===== src/hdl/genlock_pkg.sv =====
package genlock_pkg;

    // ------------------------------------------------------------------
    // Widths
    // ------------------------------------------------------------------
    localparam int CTRL_W      = 47;
    localparam int STATUS_W    = 12;
    localparam int COMP_W      = 8;
    localparam int LINE_CNT_W  = 12;
    localparam int UNLOCK_W    = 8;
    localparam int ANC_IDX_W   = 3;
    localparam int BUF_DEPTH   = 2;

    // ------------------------------------------------------------------
    // Reset values and timing counts
    // ------------------------------------------------------------------
    localparam logic [CTRL_W-1:0]     CTRL_DEFAULT        = 47'h0000_0000_0000;
    localparam logic [STATUS_W-1:0]   STATUS_ZERO         = 12'h000;
    localparam logic [LINE_CNT_W-1:0] LINE_PERIOD_DEFAULT = 12'h6B4;
    localparam logic [LINE_CNT_W-1:0] LINE_SYNC_WIDTH     = 12'h040;
    localparam logic [LINE_CNT_W-1:0] WIN_PIXELS          = 12'h010;
    localparam logic [LINE_CNT_W-1:0] CLKS_PER_PIXEL      = 12'h002;
    localparam logic [LINE_CNT_W-1:0] WIN_CLKS            = WIN_PIXELS * CLKS_PER_PIXEL;
    localparam logic [LINE_CNT_W-1:0] LINE_ZERO           = 12'h000;
    localparam logic [LINE_CNT_W-1:0] LINE_ONE            = 12'h001;
    localparam logic [UNLOCK_W-1:0]   LOCK_LOSS_LINES     = 8'h80;
    localparam logic [UNLOCK_W-1:0]   UNLOCK_ZERO         = 8'h00;
    localparam logic [UNLOCK_W-1:0]   UNLOCK_ONE          = 8'h01;

    // ------------------------------------------------------------------
    // Ancillary words sent during line sync, in this order
    // ------------------------------------------------------------------
    localparam logic [ANC_IDX_W-1:0] ANC_FIELD_ID   = 3'h0;
    localparam logic [ANC_IDX_W-1:0] ANC_FREQ_HIGH  = 3'h1;
    localparam logic [ANC_IDX_W-1:0] ANC_FREQ_LOW   = 3'h2;
    localparam logic [ANC_IDX_W-1:0] ANC_PHASE      = 3'h3;
    localparam logic [ANC_IDX_W-1:0] ANC_DONE       = 3'h4;
    localparam logic [COMP_W-1:0]    ANC_FILL       = 8'h00;

    // ------------------------------------------------------------------
    // Types
    // ------------------------------------------------------------------
    typedef struct packed {
        logic csLine_b;
        logic readNotWrite;
        logic port_select_line;
        logic serial_data_line;
    } serial_in_t;

    typedef struct packed {
        logic        fieldId;
        logic [15:0] scFreq;
        logic [7:0]  scPhase;
    } anc_t;

    typedef enum logic [3:0] {
        PORT_IDLE   = 4'h1,
        PORT_WRITE  = 4'h2,
        PORT_READ   = 4'h4,
        PORT_COMMIT = 4'h8
    } port_state_t;

endpackage : genlock_pkg


===== src/hdl/genlock_serial_port.sv =====
// Operation
// - While locked, pulse line sync low at each wrap of the line period counter.
// - Line sync falls keep a fixed cycle spacing except after a head switch.
// - While locked, field sync falls after first vertical sync of blanking.
// - Composite bus carries one eight-bit sample every two clocks.
// - During horizontal sync the bus carries field, frequency and phase words.
// - Control and status move one bit at a time over the serial line.
// - Port select and read-not-write low: each chip select strobe shifts one data bit in.
// - Port select high: chip select fall copies shift register into control.
// - Chip select high: serial line is released and its value ignored.
// - Read-not-write low and port select low: host writes data.
// - Read-not-write high and port select low: device drives status bits.
// - Reset low: state machines idle, control defaults, outputs disabled.
// - After reset release, operation resumes with default configuration.
// - Interrupt goes low after 128 or more unlocked lines in a field.
// - Interrupt returns high once horizontal lock is established.
// - Window flag high when sync lands within sixteen pixels of prediction.
// - Window flag low when sync misses the predicted window.
// - Configuration lives in one forty-seven-bit control register.
// - A twelve-bit read-only status word is read through the port.
`timescale 1ns/100ps
module genlock_serial_port #(
    parameter logic [genlock_pkg::LINE_CNT_W-1:0] LINE_PERIOD = genlock_pkg::LINE_PERIOD_DEFAULT
) (
    // Clock and reset
    input  wire logic                              ref_clk,
    input  wire logic                              rst_b,
    // Serial host port
    input  wire genlock_pkg::serial_in_t           hostIn,
    output logic                                   serial_data_line_out,
    output logic                                   serial_data_line_oe_b,
    output logic [genlock_pkg::CTRL_W-1:0]         controlOut,
    input  wire logic [genlock_pkg::STATUS_W-1:0]  statusIn,
    // Incoming video timing and lock
    input  wire logic                              hsyncIn_b,
    input  wire logic                              vsyncIn_b,
    input  wire logic                              vblankIn,
    input  wire logic                              hLockIn,
    input  wire logic                              headSwitchIn,
    // Sync and flag outputs
    output logic                                   genlocked_line_sync_out_b,
    output logic                                   genlocked_field_sync_out_b,
    output logic                                   lockLossInt_b,
    output logic                                   syncWindowHit,
    output logic                                   busOe_b,
    // Composite stream
    input  wire logic [genlock_pkg::COMP_W-1:0]    videoIn,
    input  wire genlock_pkg::anc_t                 ancIn,
    output logic [genlock_pkg::COMP_W-1:0]         composite_output_bus,
    output logic                                   compValid,
    input  wire logic                              compReady,
    output logic                                   sampleLost
);
    import genlock_pkg::*;

    // ------------------------------------------------------------------
    // Serial host port
    // ------------------------------------------------------------------
    port_state_t         state_reg;
    port_state_t         state_next;
    logic [CTRL_W-1:0]   shift_reg;
    logic [CTRL_W-1:0]   shift_next;
    logic [CTRL_W-1:0]   control_reg;
    logic [CTRL_W-1:0]   control_next;
    logic [STATUS_W-1:0] statusShift_reg;
    logic [STATUS_W-1:0] statusShift_next;
    logic                csPrev_reg;
    logic                csFall;
    logic                csRise;
    assign csFall     = csPrev_reg && !hostIn.csLine_b;
    assign csRise     = !csPrev_reg && hostIn.csLine_b;
    assign controlOut = control_reg;
    assign serial_data_line_out  = statusShift_reg[0];
    // Released as soon as chip select rises, not one cycle later.
    assign serial_data_line_oe_b = !((state_reg == PORT_READ) && !hostIn.csLine_b);
    always_comb begin
        state_next       = state_reg;
        shift_next       = shift_reg;
        control_next     = control_reg;
        statusShift_next = statusShift_reg;
        case (state_reg)
            PORT_IDLE: begin
                if (csFall) begin
                    if (hostIn.port_select_line) begin
                        control_next = shift_reg;
                        state_next   = PORT_COMMIT;
                    end else if (hostIn.readNotWrite) begin
                        state_next = PORT_READ;
                    end else begin
                        shift_next = {hostIn.serial_data_line, shift_reg[CTRL_W-1:1]};
                        state_next = PORT_WRITE;
                    end
                end else if (!hostIn.readNotWrite || hostIn.port_select_line) begin
                    // A fresh status snapshot is taken only outside a read sequence,
                    // so bits stay coherent across the strobes of one read.
                    statusShift_next = statusIn;
                end
            end
            PORT_WRITE, PORT_COMMIT: begin
                if (csRise) begin
                    state_next = PORT_IDLE;
                end
            end
            PORT_READ: begin
                if (csRise) begin
                    statusShift_next = {1'b0, statusShift_reg[STATUS_W-1:1]};
                    state_next       = PORT_IDLE;
                end
            end
            default: begin
                state_next = PORT_IDLE;
            end
        endcase
    end
    always_ff @(posedge ref_clk) begin
        if (!rst_b) begin
            state_reg       <= PORT_IDLE;
            shift_reg       <= CTRL_DEFAULT;
            control_reg     <= CTRL_DEFAULT;
            statusShift_reg <= STATUS_ZERO;
            csPrev_reg      <= 1'b1;
        end else begin
            state_reg       <= state_next;
            shift_reg       <= shift_next;
            control_reg     <= control_next;
            statusShift_reg <= statusShift_next;
            csPrev_reg      <= hostIn.csLine_b;
        end
    end
    // ------------------------------------------------------------------
    // Line timing, sync window and field sync
    // ------------------------------------------------------------------
    logic [LINE_CNT_W-1:0] lineCnt_reg;
    logic [LINE_CNT_W-1:0] lineCnt_next;
    logic                  hsPrev_reg;
    logic                  vsPrev_reg;
    logic                  hsFall;
    logic                  vsFall;
    logic                  inWindow;
    logic                  realign;
    logic                  missPoint;
    logic                  seen_reg;
    logic                  seen_next;
    logic                  hit_reg;
    logic                  hit_next;
    logic                  lineSync_reg;
    logic                  lineSync_next;
    logic                  fieldSync_reg;
    logic                  fieldSync_next;
    logic                  fieldDone_reg;
    logic                  fieldDone_next;
    logic                  fieldStart;
    logic [UNLOCK_W-1:0]   unlockCnt_reg;
    logic [UNLOCK_W-1:0]   unlockCnt_next;
    logic                  intLow_reg;
    logic                  intLow_next;
    logic                  outOff_reg;
    assign hsFall     = hsPrev_reg && !hsyncIn_b;
    assign vsFall     = vsPrev_reg && !vsyncIn_b;
    assign inWindow   = (lineCnt_reg <= WIN_CLKS) || (lineCnt_reg >= LINE_PERIOD - WIN_CLKS);
    assign missPoint  = (lineCnt_reg == WIN_CLKS + LINE_ONE);
    // The period is only re-phased when unlocked or across a head switch.
    assign realign    = hsFall && (!hLockIn || headSwitchIn);
    assign fieldStart = vsFall && vblankIn && !fieldDone_reg && hLockIn;
    always_comb begin
        lineCnt_next   = (lineCnt_reg == LINE_PERIOD - LINE_ONE) ? LINE_ZERO
                                                                 : lineCnt_reg + LINE_ONE;
        if (realign) begin
            lineCnt_next = LINE_ZERO;
        end
        lineSync_next  = !(hLockIn && (lineCnt_next < LINE_SYNC_WIDTH)
                           && (lineCnt_next == LINE_ZERO || !lineSync_reg));
        seen_next      = seen_reg;
        hit_next       = hit_reg;
        if (hsFall) begin
            hit_next  = inWindow;
            seen_next = inWindow;
        end else if (missPoint) begin
            if (!seen_reg) begin
                hit_next = 1'b0;
            end
            seen_next = 1'b0;
        end
        fieldSync_next = fieldSync_reg;
        fieldDone_next = fieldDone_reg;
        if (!vblankIn) begin
            fieldSync_next = 1'b1;
            fieldDone_next = 1'b0;
        end else if (fieldStart) begin
            fieldSync_next = 1'b0;
            fieldDone_next = 1'b1;
        end
        unlockCnt_next = unlockCnt_reg;
        if (fieldStart) begin
            unlockCnt_next = UNLOCK_ZERO;
        end else if (lineCnt_reg == LINE_ZERO && !hLockIn && unlockCnt_reg != LOCK_LOSS_LINES) begin
            unlockCnt_next = unlockCnt_reg + UNLOCK_ONE;
        end
        intLow_next = intLow_reg;
        if (hLockIn) begin
            intLow_next = 1'b0;
        end else if (unlockCnt_reg >= LOCK_LOSS_LINES) begin
            intLow_next = 1'b1;
        end
    end
    always_ff @(posedge ref_clk) begin
        if (!rst_b) begin
            lineCnt_reg   <= LINE_ZERO;
            hsPrev_reg    <= 1'b1;
            vsPrev_reg    <= 1'b1;
            seen_reg      <= 1'b0;
            hit_reg       <= 1'b0;
            lineSync_reg  <= 1'b1;
            fieldSync_reg <= 1'b1;
            fieldDone_reg <= 1'b0;
            unlockCnt_reg <= UNLOCK_ZERO;
            intLow_reg    <= 1'b0;
            outOff_reg    <= 1'b1;
        end else begin
            lineCnt_reg   <= lineCnt_next;
            hsPrev_reg    <= hsyncIn_b;
            vsPrev_reg    <= vsyncIn_b;
            seen_reg      <= seen_next;
            hit_reg       <= hit_next;
            lineSync_reg  <= lineSync_next;
            fieldSync_reg <= fieldSync_next;
            fieldDone_reg <= fieldDone_next;
            unlockCnt_reg <= unlockCnt_next;
            intLow_reg    <= intLow_next;
            outOff_reg    <= 1'b0;
        end
    end

    assign genlocked_line_sync_out_b  = lineSync_reg;
    assign genlocked_field_sync_out_b = fieldSync_reg;
    assign lockLossInt_b              = !intLow_reg;
    assign syncWindowHit              = hit_reg;
    assign busOe_b                    = outOff_reg;
    // ------------------------------------------------------------------
    // Composite stream
    // ------------------------------------------------------------------
    logic                 phase_reg;
    logic [ANC_IDX_W-1:0] ancIdx_reg;
    logic [ANC_IDX_W-1:0] ancIdx_next;
    logic                 lost_reg;
    logic                 pushValid;
    logic                 pushReady;
    logic [COMP_W-1:0]    pushData;
    logic [COMP_W-1:0]    ancWord;
    assign pushValid = phase_reg && !outOff_reg;
    always_comb begin
        case (ancIdx_reg)
            ANC_FIELD_ID:  ancWord = {7'h00, ancIn.fieldId};
            ANC_FREQ_HIGH: ancWord = ancIn.scFreq[15:8];
            ANC_FREQ_LOW:  ancWord = ancIn.scFreq[7:0];
            ANC_PHASE:     ancWord = ancIn.scPhase;
            default:       ancWord = ANC_FILL;
        endcase
        pushData    = hsyncIn_b ? videoIn : ancWord;
        ancIdx_next = ancIdx_reg;
        if (hsyncIn_b) begin
            ancIdx_next = ANC_FIELD_ID;
        end else if (pushValid && pushReady && ancIdx_reg != ANC_DONE) begin
            // A refused ancillary word is retried, so none is skipped.
            ancIdx_next = ancIdx_reg + 3'h1;
        end
    end
    always_ff @(posedge ref_clk) begin
        if (!rst_b) begin
            phase_reg  <= 1'b0;
            ancIdx_reg <= ANC_FIELD_ID;
            lost_reg   <= 1'b0;
        end else begin
            phase_reg  <= !phase_reg;
            ancIdx_reg <= ancIdx_next;
            lost_reg   <= pushValid && !pushReady;
        end
    end
    assign sampleLost = lost_reg;
    two_entry_buffer #(
        .WIDTH (COMP_W),
        .DEPTH (BUF_DEPTH)
    ) compBuffer (
        .ref_clk  (ref_clk),
        .rst_b    (rst_b),
        .inValid  (pushValid),
        .inReady  (pushReady),
        .inData   (pushData),
        .outValid (compValid),
        .outReady (compReady),
        .outData  (composite_output_bus)
    );
endmodule : genlock_serial_port


===== src/hdl/two_entry_buffer.sv =====
`timescale 1ns/100ps
module two_entry_buffer #(
    parameter int WIDTH = 8,
    parameter int DEPTH = 2
) (
    // Clock and reset
    input  wire logic             ref_clk,
    input  wire logic             rst_b,
    // Filling side
    input  wire logic             inValid,
    output logic                  inReady,
    input  wire logic [WIDTH-1:0] inData,
    // Draining side
    output logic                  outValid,
    input  wire logic             outReady,
    output logic [WIDTH-1:0]      outData
);
    localparam int PTR_W = (DEPTH > 2) ? $clog2(DEPTH) : 1;
    localparam logic [PTR_W:0]   FULL_CNT = (PTR_W+1)'(DEPTH);
    localparam logic [PTR_W-1:0] LAST_PTR = PTR_W'(DEPTH - 1);
    localparam logic [PTR_W-1:0] PTR_ZERO = '0;
    localparam logic [PTR_W-1:0] PTR_ONE  = PTR_W'(1);
    localparam logic [PTR_W:0]   CNT_ONE  = (PTR_W+1)'(1);

    logic [WIDTH-1:0] mem_reg [DEPTH];
    logic [WIDTH-1:0] mem_next [DEPTH];
    logic [PTR_W-1:0] wrPtr_reg;
    logic [PTR_W-1:0] wrPtr_next;
    logic [PTR_W-1:0] rdPtr_reg;
    logic [PTR_W-1:0] rdPtr_next;
    logic [PTR_W:0]   count_reg;
    logic [PTR_W:0]   count_next;
    logic             push;
    logic             pop;

    assign inReady  = (count_reg != FULL_CNT);
    assign outValid = (count_reg != '0);
    assign outData  = mem_reg[rdPtr_reg];
    assign push     = inValid && inReady;
    assign pop      = outValid && outReady;

    always_comb begin
        mem_next   = mem_reg;
        wrPtr_next = wrPtr_reg;
        rdPtr_next = rdPtr_reg;
        count_next = count_reg;
        if (push) begin
            mem_next[wrPtr_reg] = inData;
            wrPtr_next = (wrPtr_reg == LAST_PTR) ? PTR_ZERO : wrPtr_reg + PTR_ONE;
        end
        if (pop) begin
            rdPtr_next = (rdPtr_reg == LAST_PTR) ? PTR_ZERO : rdPtr_reg + PTR_ONE;
        end
        if (push && !pop) begin
            count_next = count_reg + CNT_ONE;
        end else if (pop && !push) begin
            count_next = count_reg - CNT_ONE;
        end
    end

    always_ff @(posedge ref_clk) begin
        if (!rst_b) begin
            wrPtr_reg <= PTR_ZERO;
            rdPtr_reg <= PTR_ZERO;
            count_reg <= '0;
        end else begin
            wrPtr_reg <= wrPtr_next;
            rdPtr_reg <= rdPtr_next;
            count_reg <= count_next;
        end
    end

    // Storage carries no reset; it is only read while count says it is valid.
    always_ff @(posedge ref_clk) begin
        mem_reg <= mem_next;
    end

endmodule : two_entry_buffer


===== config.mk =====
export PLATFORM = sky130hd
export DESIGN_NAME = genlock_serial_port
export DESIGN_NICKNAME = d
export VERILOG_FILES = /design/src/hdl/genlock_pkg.sv /design/src/hdl/genlock_serial_port.sv /design/src/hdl/two_entry_buffer.sv
export SDC_FILE = /design/constraint.sdc
export NUM_CORES = 1
export LEC_CHECK = 0
export ABC_CLOCK_PERIOD_IN_PS = 2100
export BUFFER_PORTS_ARGS = -buffer_cell sky130_fd_sc_hd__buf_4
export CORE_ASPECT_RATIO = 1.25
export CORE_MARGIN = 10
export CORE_UTILIZATION = 50
export DETAILED_ROUTE_END_ITERATION = 7
export HOLD_SLACK_MARGIN = 0.1
export PLACE_DENSITY = 0.75
export SYNTH_ARGS = -nofsm -noshare
export SYNTH_HDL_FRONTEND = slang
export SYNTH_SLANG_ARGS = --single-unit

===== constraint.sdc =====
create_clock -name ref_clk -period 2.1 [get_ports ref_clk]
set_input_delay 0.42 -clock ref_clk [delete_from_list [all_inputs] [get_ports ref_clk]]
set_output_delay 0.42 -clock ref_clk [all_outputs]
set_load 0.005 [all_outputs]

==> impl_summary.md <==
Pwr
The cell area power density is 870 mW/mm^2. The analysis attributes to cell leakage a power of 3.27 nW. The largest voltage drop on the vdd net is 524 uV.

Routing
The starting DRC count in detailed routing is 482. Summed over all layers, the routed wires come to 16,400 um. The total via count in the routed design is 5,771. The number of nets with antenna violations after detailed routing is 0. The detail-routed net length per standard cell is 15.3 um. The remaining routing DRC violations is 0.

The first detailed-routing pass took 6 iterations. Dividing the detail-routed via count by the number of cells gives 5.38.

Placed design
The weighted congestion at the end of routability-driven global placement is 0.840. The post-detailed-placement half-perimeter wirelength is 10,500 um. After detailed placement, the design holds a cell count of 1,034. The count of input and output buffers is 120.

Synth
Synthesis produced a netlist with a net count of 852. Synthesis produced 783 cells. After synthesis, flip-flops and latches occupy 51.1% of the total area. For this run, asynchronously set or reset flops after synthesis account for 0%. In this run, synthesis produced a sequential element count of 165. The most used flip-flop cell after synthesis is dfxtp_1. Summing every instance area after synthesis gives 0.00678 mm^2. In this run, synthesis inferred 16 flip-flops with an integrated enable. Each instance of the synthesized netlist takes up on average 8.66 um^2. After synthesis, the netlist uses 52 different library cells.

The Yosys step of the flow raised 0 warnings.

Layout
The final net count is 958. The number of fill cells in the layout is 1,100. The post-route netlist has 22.4% of its cells at a drive strength greater than 1.

The post-synthesis to final-layout area growth is 27.8%. The flip-flop and latch area is 0.00346 mm^2. The final non-filler cell total is 1,073.

For this run, the share of the core covered by cells in the final layout is 65.2%. The antenna diode count is 0. The area used by multi-input combinational logic is 0.00306 mm^2.

Critical path
The depth of the worst register-to-register path is 8. The worst setup path is captured at a flip-flop. The largest driver fanout on the critical path is 11. The launching element type of the critical path is a flip-flop. Together, buffers and inverters on the worst path number 3. The largest single stage delay on the critical path is 0.53 ns.

The setup check on the worst reg-to-reg path leaves a slack of 0.02 ns. Counting stages on the worst path, the most repeated cell is buf_6. The worst setup path is of the reg2reg kind. The data arrival time of the critical path is 2.43 ns. In this run the critical register-to-register path is captured at shift_reg[13]. In this run the worst setup path begins at state_reg[1]. The slowest cell on the critical path is or4b_4. Walking the worst path, the cells encountered are or4b_4, or3_4, buf_6, nor3_4, buf_6, clkbuf_16, nand2_1, a21oi_1. The worst register-to-register path begins at state_reg[1]. The capture point of the critical path is shift_reg[13]. The required arrival time at the worst endpoint is 2.45 ns. The number of cells on the critical path is 8. The category of cells accounting for the largest share of critical-path delay is simple AND/OR/NAND/NOR gates.

Die
The die boundary width is 124 um. The floorplan step defined a die boundary enclosing 0.0187 mm^2. Once the floorplan was initialized, standard cells occupied 51.0% of the core.

The overall die height is 150 um. The number of top-level pins is 121. In this run the standard cell core region covers 0.0133 mm^2. The number of cell rows is 47.

Clocking
After clock tree synthesis, the flow added hold-fix buffers numbering 0. Clock latency on the worst-skew pair, taken at its later pin, is 0.42 ns. The number of clock buffers added by TritonCTS is 17. Counting every sink on the clock net gives 165. The clock passes through at most 2 buffers. Clock tree synthesis selected as its root buffer the cell clkbuf_16. The clock transition time at the flip-flop clock pins of the worst setup and hold paths is 0.06 ns. The TritonCTS clock tree is done. The maximum level of the CTS H-tree is 4.

STA
Headroom to the max-slew limit came out at 63.4%. The actual slew at the worst max-slew pin is 0.541 ns. The setup clock skew after layout is 0.00866 ns. Setup repair after global routing could not meet its margin everywhere.

The max-slew violation total from the final report is 0. The number of hold violations in the final report is 0. Setup violations remaining at the end of the flow were counted as 0.

The maximum clock rate is 481 MHz. The final clock period utilization by the worst path is 99.0%. The worst path needs 2.08 ns of the cycle, external delays included.

GRT
The remaining global-route overflow is 0. The initial antenna violation count came to 0. The number of global-route vias before repair is 5,312.

The first global-routing pass estimated 25,500 um of wire. The global-route usage over all layers is 16.7%. The maximum number of pins on one net before global-route repair is 109.

Run
The total of max-cap violations is 0.

Run status
The flow ran to the end, and the final reports show no timing, DRC or antenna violations.

Min path
The kind of path behind the tightest hold check is in2reg.
## layer usage
layer	vias to the layer above	wire length (um)	global-route usage (%)
met2	138	8450	27.6
met3	29	996	4.50
met4	0	331	6.52
met5	-	0	0
li1	2911	-	-
met1	2693	6630	20.2
## stage by stage
step | instance area (um^2) | power, W | hold slack [ns] | worst slack, ns | setup TNS (ns)
2_1_floorplan | 6780 | 0.00386 | 0.400 | 0.0208 | 0
3_3_place_gp | 7850 | 0.00418 | 0.415 | 0.118 | 0
5_1_grt | 8670 | 0.00784 | 0.191 | -0.0303 | -0.666
4_1_cts | 8510 | 0.00759 | 0.180 | 0.0407 | 0
3_5_place_dp | 7850 | 0.00420 | 0.446 | 0.0775 | 0
6_report | 8670 | 0.00754 | 0.195 | 0.0219 | 0
## worst reg2reg max path, delay by kind of cell, from the launching register on
family / cells / cell delay, ns
AND/OR/NAND/NOR: 4 / 1.11
buffers and inverters: 3 / 0.48
flip-flops: 1 / 0.31
AO/OA/AOI/OAI: 1 / 0.12
## worst min path at each step
stage	end	start	slack (ns)	cells after the start
after detailed placement	phase_reg	phase_reg	0.45	1
after global routing	intLow_reg	hLockIn	0.19	2
final	vsPrev_reg	vsyncIn_b	0.20	2
after CTS	vsPrev_reg	vsyncIn_b	0.18	2
after global placement	phase_reg	phase_reg	0.42	1
after floorplan	phase_reg	phase_reg	0.40	1
## timing repair
action / in CTS / in global routing
setup buffers: 0 / 2
endpoints found under the setup margin: 0 / 40
gates resized for setup: 0 / 16
## logic make-up after synthesis
logic type	count (synthesis)	synth area share [%]
XOR/XNOR	25	3.23
adder cells (fa/ha/maj)	12	2.21
multiplexers	19	2.95
AND/OR/NAND/NOR	325	21.5
AO/OA/AOI/OAI	164	14.3
flip-flops	165	51.1
buffers and inverters	73	4.69
## layout by cell type, fill, tap and decap left out, types with 7 or more instances in the layout
cell / Yosys / layout
nand2_1: 167 / 166
dfxtp_1: 149 / 148
buf_4: 3 / 133
a21oi_1: 107 / 101
nand3_1: 57 / 57
nor2_1: 46 / 46
clkbuf_16: 0 / 20
edfxtp_1: 16 / 16
inv_1: 14 / 14
xor2_1: 14 / 14
ha_1: 12 / 12
mux2i_1: 11 / 11
a211oi_1: 11 / 11
xnor2_1: 11 / 11
o31ai_1: 9 / 9
mux2_2: 8 / 8
nor3_1: 10 / 8
a222oi_1: 7 / 7
nand2b_1: 7 / 7
o21ai_0: 7 / 7
## final cells by class
class,instances,area share (%)
multi-input combinational,545,35.3
inverter,15,0.664
tap,171,2.47
clock buffer,17,4.91
timing repair buffer,145,14.1
sequential,165,40.0
clock inverter,15,2.61
## synth_stat cells (2+ instances only)
| cell | instances | share of area [%] |
|---|---|---|
| mux2_2 | 8 | 1.3 |
| inv_1 | 14 | 0.77 |
| a311oi_1 | 2 | 0.26 |
| o211a_1 | 2 | 0.30 |
| buf_4 | 3 | 0.33 |
| nand4_1 | 6 | 0.55 |
| buf_1 | 3 | 0.17 |
| a22o_1 | 2 | 0.26 |
| a222oi_1 | 7 | 1.0 |
| buf_6 | 3 | 0.50 |
| or4b_2 | 2 | 0.30 |
| mux2i_1 | 11 | 1.6 |
| nor4b_1 | 3 | 0.39 |
| xnor2_1 | 11 | 1.4 |
| nor2b_1 | 2 | 0.18 |
| a31oi_1 | 5 | 0.46 |
| nand2b_1 | 7 | 0.65 |
| nor2_1 | 46 | 2.5 |
| and3_1 | 6 | 0.55 |
| o21a_1 | 2 | 0.22 |
| o21ai_0 | 7 | 0.52 |
| ha_1 | 12 | 2.2 |
| nor4_1 | 2 | 0.18 |
| o211ai_1 | 3 | 0.33 |
| a211oi_1 | 11 | 1.2 |
| clkbuf_1 | 41 | 2.3 |
| edfxtp_1 | 16 | 7.1 |
| nand2_1 | 167 | 9.2 |
| dfxtp_1 | 149 | 44 |
| o31ai_1 | 9 | 1.0 |
| nor3_1 | 10 | 0.74 |
| or3_1 | 3 | 0.28 |
| nand3_1 | 57 | 4.2 |
| and2_1 | 6 | 0.55 |
| xor2_1 | 14 | 1.8 |
| buf_2 | 8 | 0.59 |
| and4_1 | 2 | 0.26 |
| a21oi_1 | 107 | 7.9 |
## power by group
part           internal [W]  switching (W)  total (W)
Clock               0.00212        0.00127    0.00339
Sequential          0.00328      0.0000808    0.00336
Combinational      0.000396       0.000394   0.000791
Power figures use the tool's default switching activity.
